$ cat src/logic/card_seq_defines.vh
// Timing constants for the smart card reset sequencer
`ifndef CARD_SEQ_DEFINES_VH
`define CARD_SEQ_DEFINES_VH
`define CLK_PERIOD_NS      100
`define CARD_CLK_PERIOD_NS 250
`define CARD_CLK_MIN_NS    200
`define CARD_CLK_MAX_NS    1000
`define RST_HOLD_MIN       40000
`define RST_HOLD_MAX       45000
`define RST_HOLD_TARGET    40100
`define IO_RELEASE_MAX     200
`define IO_RELEASE_AT      2
`define ATR_WIN_MIN        380
`define ATR_WIN_MAX        42000
`define DEACT_START_MS     50
`define DEACT_TOTAL_MS     100
`define DEACT_STEP         40
`endif

$ cat src/logic/card_clock_gen.v
// Card clock divider: divides the system clock down to the card clock
`include "card_seq_defines.vh"
module card_clock_gen #(
  parameter HALF_CYCLES = 2
) (
  input  wire clk,
  input  wire reset,
  input  wire run,
  output reg  card_clk_q,
  output reg  card_tick_q
);
  reg [7:0] div_q;

  always @(posedge clk) begin
    // A high phase is always finished before the clock parks, so no runt pulse reaches the card
    if (reset || (!run && !card_clk_q)) begin
      div_q       <= 8'h00;
      card_clk_q  <= 1'b0;
      card_tick_q <= 1'b0;
    end else if (div_q == HALF_CYCLES[7:0] - 8'h01) begin
      div_q       <= 8'h00;
      card_clk_q  <= ~card_clk_q;
      // One tick per full card period, on the rising edge
      card_tick_q <= ~card_clk_q;
    end else begin
      div_q       <= div_q + 8'h01;
      card_tick_q <= 1'b0;
    end
  end
endmodule

$ cat src/logic/card_reset_seq.v
// Smart card reset sequencer: cold and warm reset, answer window, deactivation
// Summary of operation
// - Cold reset holds the card reset contact low 40000 to 45000 card clocks.
// - Cold reset releases the card I/O contact within 200 card clocks.
// - After cold reset, an answer starting 380 to 42000 card clocks is accepted.
// - Warm reset holds the card reset contact 40000 to 45000 card clocks.
// - Warm reset releases the card I/O contact within 200 card clocks.
// - After warm reset, an answer starting 380 to 42000 card clocks is valid.
// - Missing answer starts deactivation within 50 ms; deactivation ends by 100 ms.
`include "card_seq_defines.vh"
module card_reset_seq #(
  parameter CLK_NS      = `CLK_PERIOD_NS,
  parameter CARD_NS     = `CARD_CLK_PERIOD_NS,
  parameter RST_HOLD    = `RST_HOLD_TARGET,
  parameter ATR_MIN     = `ATR_WIN_MIN,
  parameter ATR_MAX     = `ATR_WIN_MAX,
  parameter DEACT_STEP  = `DEACT_STEP
) (
  input  wire clk,
  input  wire reset,
  input  wire cold_start,
  input  wire warm_start,
  input  wire deact_req,
  input  wire card_io_in,
  output reg  card_clock_out,
  output reg  card_reset_contact,
  output reg  card_io_out,
  output reg  card_io_oe,
  output reg  card_vcc_en,
  output reg  busy,
  output reg  atr_ok,
  output reg  atr_timeout,
  output reg  deact_done
);
  //////////////////////////////////////////////////////////////////////////////
  // Half card period in system clocks: 125 ns / 100 ns rounds up to 2 clocks of 100 ns
  localparam HALF = (CARD_NS / 2 + CLK_NS - 1) / CLK_NS;

  //////////////////////////////////////////////////////////////////////////////
  // State encoding
  localparam S_OFF   = 3'd0;
  localparam S_HOLD  = 3'd1;
  localparam S_ATR   = 3'd2;
  localparam S_ON    = 3'd3;
  localparam S_DEACT = 3'd4;

  // Deactivation phases, in the order the contacts go down
  localparam PH_RST  = 2'b00;
  localparam PH_CLK  = 2'b01;
  localparam PH_IO   = 2'b10;
  localparam PH_PWR  = 2'b11;

  //////////////////////////////////////////////////////////////////////////////
  // Sequencer state and pin synchronisers
  reg  [2:0]  state_q;
  reg  [15:0] cnt_q;
  reg  [1:0]  deact_ph_q;
  reg         io_s1_q;
  reg         io_s2_q;
  reg         clk_run_q;
  reg         io_low_q;
  wire        card_clk;
  wire        tick;
  wire        start_bit;

  //////////////////////////////////////////////////////////////////////////////
  card_clock_gen #(
    .HALF_CYCLES (HALF)
  ) u_clk (
    .clk         (clk),
    .reset       (reset),
    .run         (clk_run_q),
    .card_clk_q  (card_clk),
    .card_tick_q (tick)
  );

  //////////////////////////////////////////////////////////////////////////////
  // Card I/O is a pin, so two flops before use
  always @(posedge clk) begin
    if (reset) begin
      io_s1_q <= 1'b1;
      io_s2_q <= 1'b1;
    end else begin
      io_s1_q <= card_io_in;
      io_s2_q <= io_s1_q;
    end
  end

  //////////////////////////////////////////////////////////////////////////////
  // Start bit must be seen low on two samples in a row; a single
  // low sample is taken as a glitch on the open-drain line.
  // Costs one system clock of answer latency, far inside the window.
  always @(posedge clk) begin
    if (reset) begin
      io_low_q <= 1'b0;
    end else begin
      io_low_q <= !io_s2_q;
    end
  end

  assign start_bit = io_low_q && !io_s2_q;

  //////////////////////////////////////////////////////////////////////////////
  always @(posedge clk) begin
    if (reset) begin
      state_q            <= S_OFF;
      cnt_q              <= 16'h0000;
      deact_ph_q         <= 2'b00;
      clk_run_q          <= 1'b0;
      card_clock_out     <= 1'b0;
      card_reset_contact <= 1'b0;
      card_io_out        <= 1'b0;
      card_io_oe         <= 1'b1;
      card_vcc_en        <= 1'b0;
      busy               <= 1'b0;
      atr_ok             <= 1'b0;
      atr_timeout        <= 1'b0;
      deact_done         <= 1'b0;
    end else begin
      // Pin copy of the divider, so the card clock leaves from a flop
      card_clock_out <= card_clk;
      atr_ok         <= 1'b0;
      atr_timeout    <= 1'b0;
      deact_done     <= 1'b0;
      // Shared card clock counter; entry to S_HOLD, S_ATR and S_DEACT clears it
      if (tick)
        cnt_q <= cnt_q + 16'h0001;
      case (state_q)
        S_OFF: begin
          if (cold_start || warm_start) begin
            // Warm reset from S_ON keeps power and clock; from off, cold or warm start starts them here
            state_q            <= S_HOLD;
            cnt_q              <= 16'h0000;
            clk_run_q          <= 1'b1;
            card_vcc_en        <= 1'b1;
            card_reset_contact <= 1'b0;
            busy               <= 1'b1;
          end
        end
        S_ON: begin
          if (deact_req) begin
            state_q    <= S_DEACT;
            cnt_q      <= 16'h0000;
            deact_ph_q <= 2'b00;
          end else if (warm_start) begin
            state_q            <= S_HOLD;
            cnt_q              <= 16'h0000;
            card_reset_contact <= 1'b0;
            busy               <= 1'b1;
          end
        end
        S_HOLD: begin
          // Release I/O early, well inside the 200 period bound
          if (tick && cnt_q == `IO_RELEASE_AT)
            card_io_oe <= 1'b0;
          if (tick && cnt_q == RST_HOLD[15:0] - 16'h0001) begin
            state_q            <= S_ATR;
            cnt_q              <= 16'h0000;
            card_reset_contact <= 1'b1;
          end
        end
        S_ATR: begin
          // Start bit is a low level on the I/O line
          if (start_bit && cnt_q >= ATR_MIN[15:0]) begin
            state_q <= S_ON;
            atr_ok  <= 1'b1;
            busy    <= 1'b0;
          end else if (tick && cnt_q == ATR_MAX[15:0]) begin
            // Early noise before the window is ignored, not taken as answer
            state_q     <= S_DEACT;
            cnt_q       <= 16'h0000;
            deact_ph_q  <= 2'b00;
            atr_timeout <= 1'b1;
          end
        end
        S_DEACT: begin
          // Reset, then clock, each DEACT_STEP+1 card clocks on; then I/O, then power, one system clock apart
          if (tick && cnt_q == DEACT_STEP[15:0]) begin
            cnt_q      <= 16'h0000;
            deact_ph_q <= deact_ph_q + 2'b01;
            case (deact_ph_q)
              PH_RST: card_reset_contact <= 1'b0;
              PH_CLK: clk_run_q          <= 1'b0;
              PH_IO: begin
                card_io_oe  <= 1'b1;
                card_io_out <= 1'b0;
              end
              default: begin
                card_vcc_en <= 1'b0;
                state_q     <= S_OFF;
                busy        <= 1'b0;
                deact_done  <= 1'b1;
              end
            endcase
          end else if (!clk_run_q && !card_clk && !card_clock_out) begin
            // Clock parked low at the pin: finish the rest on the system clock,
            // so power never drops under a card clock that is still high
            deact_ph_q <= deact_ph_q + 2'b01;
            case (deact_ph_q)
              PH_IO: begin
                card_io_oe  <= 1'b1;
                card_io_out <= 1'b0;
              end
              PH_PWR: begin
                card_vcc_en <= 1'b0;
                state_q     <= S_OFF;
                busy        <= 1'b0;
                deact_done  <= 1'b1;
              end
              default: begin
              end
            endcase
          end
        end
        default: state_q <= S_OFF;
      endcase
    end
  end
endmodule

$ cat config.mk
export PLATFORM = sky130hd
export DESIGN_NAME = card_reset_seq
export DESIGN_NICKNAME = d
export VERILOG_FILES = /design/src/logic/card_clock_gen.v /design/src/logic/card_reset_seq.v
export VERILOG_INCLUDE_DIRS = /design/src /design/src/logic
export SDC_FILE = /design/constraint.sdc
export NUM_CORES = 1
export LEC_CHECK = 0
export ABC_AREA = 1
export ABC_CLOCK_PERIOD_IN_PS = 2200
export BUFFER_PORTS_ARGS = -buffer_cell sky130_fd_sc_hd__buf_2
export CAP_MARGIN = 40
export CORE_MARGIN = 2
export CORE_UTILIZATION = 35
export DETAILED_ROUTE_END_ITERATION = 10
export PLACE_DENSITY = 0.49
export SLEW_MARGIN = 20
export SYNTH_ARGS = -nofsm -noshare
export SYNTH_HDL_FRONTEND = slang
export SYNTH_SLANG_ARGS = --single-unit
$ cat constraint.sdc
create_clock -name clk -period 2.2 [get_ports clk]
set_input_delay 0.11 -clock clk [delete_from_list [all_inputs] [get_ports clk]]
set_output_delay 0.11 -clock clk [all_outputs]
set_load 0.01 [all_outputs]
==> impl_metrics.yaml <==
clock_tree:
  cts_root_buf: "clkbuf_8"
  h-tree-depth: 2
  cts_buffer_depth: 2
  post_cts_buffers: 0
  cts_buffers: 5
  insertion_delay_ns: 0.30
  clk_pin_slew_ns: 0.09
  cts_sinks: 43
  post_cts_resized: 0
  cts_tree: "built"
setup_path:
  start_kind: "flop"
  path_delay_family: "simple AND/OR/NAND/NOR gates"
  end_kind: "flop"
  critPathBufInv: 2
  crit_top_cell: "nand3_2"
  crit_path_max_fanout: 16
  reg2regPathDepth: 10
  max_stage_delay_ns: 0.33
  crit_arrival_ns: 1.97
  crit_chain: "inv_1 > ha_1 > nand3_1 > nor2_1 > nand3_2 > nand2_1 > nand3_2 > nor2_4 > buf_4 > nor3_1"
  critPathSlowestCell: "dfxtp_1"
  required_ns: 2.38
  crit_type: "flop to flop"
  cp.depth: 10
global_routing:
  grt_usage_pct: 15.1
  antenna_found_initial: 0
  grt_max_degree: 19
  overflow: 0
  grt_pass1_vias: 2054
  grt_pass1_wl_mm: 9.36
die:
  die_w_um: 88.4
  dieHeight_um: 88.4
  core_um2: 6830
  ios: 15
  start_util_pct: 36.5
  fp-row-count: 30
  die-area_um2: 7810
worst_hold_path:
  min_path_cells: 5
  hp-class: "input port to flop"
outcome:
  status: "completed"
timing:
  setup_viol: 0
  fmax_ghz: 0.559
  rsz0062_at_grt: "false"
  skew_ns: 0.00651
  worst_pin_slew_ns: 0.578
  setup-tns-final_ns: 0
  relSlewSlack_pct: 61.4
  final_max_slew_viol_count: 0
  hold_violations: 0
  fin_crit_sh_pct: 81.3
  period_needed_ns: 1.79
synthesis:
  yosys.cell_types.count: 36
  synth.yosys.seq_area_share_pct: 34.6
  ys_async_sr_fraction_pct: 0
  avgSynthCellArea_um2: 6.68
  ys_ff_latch: 43
  ys.flop_type: "dfxtp_1"
  syn_area_um2: 2490
  synth_edf_count: 0
  yosysWarnings: 0
  syn_nets: 388
  syn-instance-count: 373
cells_and_area:
  layout.nets: 405
  stdcell_area_um2: 2770
  layout_common_cells: "nand2_1 (86), nor2_1 (64), inv_1 (47), dfxtp_1 (43), nand3_1 (25)"
  area_growth_syn_to_layout_pct: 11.3
  num_antenna_cells: 0
  final_common_cell: "nand2_1"
  nFillCells: 770
  layout-drive-gt1-share_pct: 13.6
power:
  pwr-share-seq_pct: 37.2
  p_sw_uw: 998
  fin_total_pwr_mw: 2.53
  p_sw_share_pct: 39.5
  p_comb_share_pct: 37.4
  powerDensity_nw_per_um2: 912
  irDropWorstVdd_mv: 0.415
  p_int_mw: 1.53
  clkPwrFrac_pct: 25.4
  power_leakage_nw: 1.17
routing:
  routed_via_density: 4.52
  avgRoutedWirePerCell_um: 11.3
  ant_nets: 0
  drc: 0
  via_count: 2202
  drtIter0Drc: 94
  drtPass1Iterations: 4
  drt_wl_total_mm: 5.49
placed_design:
  io_buffers: 13
  dpl_cell_area_um2: 2650
  dp_hpwl_mm: 4.23
  place_congestion: 0.835
flow_run:
  drv_cap: 0
==> metrics by stage <==
stage / util [%] / hold WS, ns / setup WS (ns) / std cells
6_report: 40.6 / 0.216 / 0.412 / 487
5_1_grt: 40.6 / 0.223 / 0.210 / 487
4_1_cts: 40.6 / 0.196 / 0.386 / 487
3_5_place_dp: 38.7 / 0.297 / 0.405 / 478
3_3_place_gp: 38.7 / 0.298 / 0.459 / 478
2_1_floorplan: - / 0.214 / 0.652 / 373
==> Yosys cell counts (6+ instances only) <==
cell,number,share of area (%)
nand2_1,86,13
a21oi_1,11,2.2
nand3_1,25,5.0
inv_1,47,7.1
o21ai_0,13,2.6
nor3_1,14,2.8
ha_1,9,4.5
xor2_1,6,2.1
dfxtp_1,43,35
nor2_1,64,9.6
nor2_2,9,2.3
==> area by class of cell <==
type / instances / area [µm²] / share of cell area [%]
Clock buffer: 5 / 68.8 / 2.48
Tap cell: 96 / 120 / 4.33
Clock inverter: 3 / 47.5 / 1.72
Sequential cell: 43 / 861 / 31.1
Inverter: 52 / 196 / 7.09
Timing Repair Buffer: 16 / 90.1 / 3.25
Multi-Input combinational cell: 272 / 1390 / 50.1
==> worst reg2reg max path, stage by stage (launching register included) <==
cell	delay, ns
dfxtp_1	0.33
inv_1	0.09
ha_1	0.21
nand3_1	0.09
nor2_1	0.14
nand3_2	0.12
nand2_1	0.14
nand3_2	0.11
nor2_4	0.11
buf_4	0.26
nor3_1	0.09
==> timing repair <==
item / CTS / global route
endpoints found under the hold margin: 1 / 0
hold buffers: 1 / 0
endpoints found under the setup margin: 0 / 0
==> logic make-up (layout without fill, tap and decap cells) <==
logic type / after synthesis / count (layout) / synth area share (%)
other: 1 / 1 / 0.151
buffers and inverters: 58 / 76 / 9.74
XOR/XNOR: 7 / 7 / 2.46
AND/OR/NAND/NOR: 223 / 223 / 41.3
AO/OA/AOI/OAI: 32 / 32 / 7.23
flip-flops: 43 / 43 / 34.6
adder cells (fa/ha/maj): 9 / 9 / 4.52
==> per-layer routing <==
| layer | track usage (%) | share of wire [%] |
|---|---|---|
| met1 | 21.7 | 54 |
| met2 | 23.7 | 42 |
| met3 | 2.99 | 3.2 |
| met4 | 2.89 | 0.31 |
| met5 | 0 | 0 |
==> sequential cells by signal, summed over array words and instances, names as in the netlist <==
signal              flops
atr_ok                  1
atr_timeout             1
state_q                 3
card_clock_out          1
u_clk.div_q             8
io_low_q                1
busy                    1
cnt_q                  16
card_reset_contact      1
deact_done              1
deact_ph_q              2
u_clk.card_tick_q       1
io_s2_q                 1
io_s1_q                 1
card_vcc_en             1
u_clk.card_clk_q        1
card_io_oe              1
clk_run_q               1
==> power groups by stage <==
stage	clock [mW]	combinational, mW	sequential [mW]
final	0.641	0.946	0.940
after global routing	0.703	1.09	0.955
after CTS	0.673	0.954	0.942
after detailed placement	0	0.946	0.960
after global placement	0	0.963	0.959
after floorplan	0	0.794	0.945
==> final timing paths <==
path / from / endpoint / slack (ns)
worst max register to register: cnt_q[0] / cnt_q[6] / 0.41
worst min register to register: io_s1_q / io_s2_q / 0.42
worst min-delay path: deact_req / state_q[2] / 0.22
worst max-delay path: cnt_q[0] / cnt_q[6] / 0.41
Note: power is estimated with default switching activity, not from simulation.
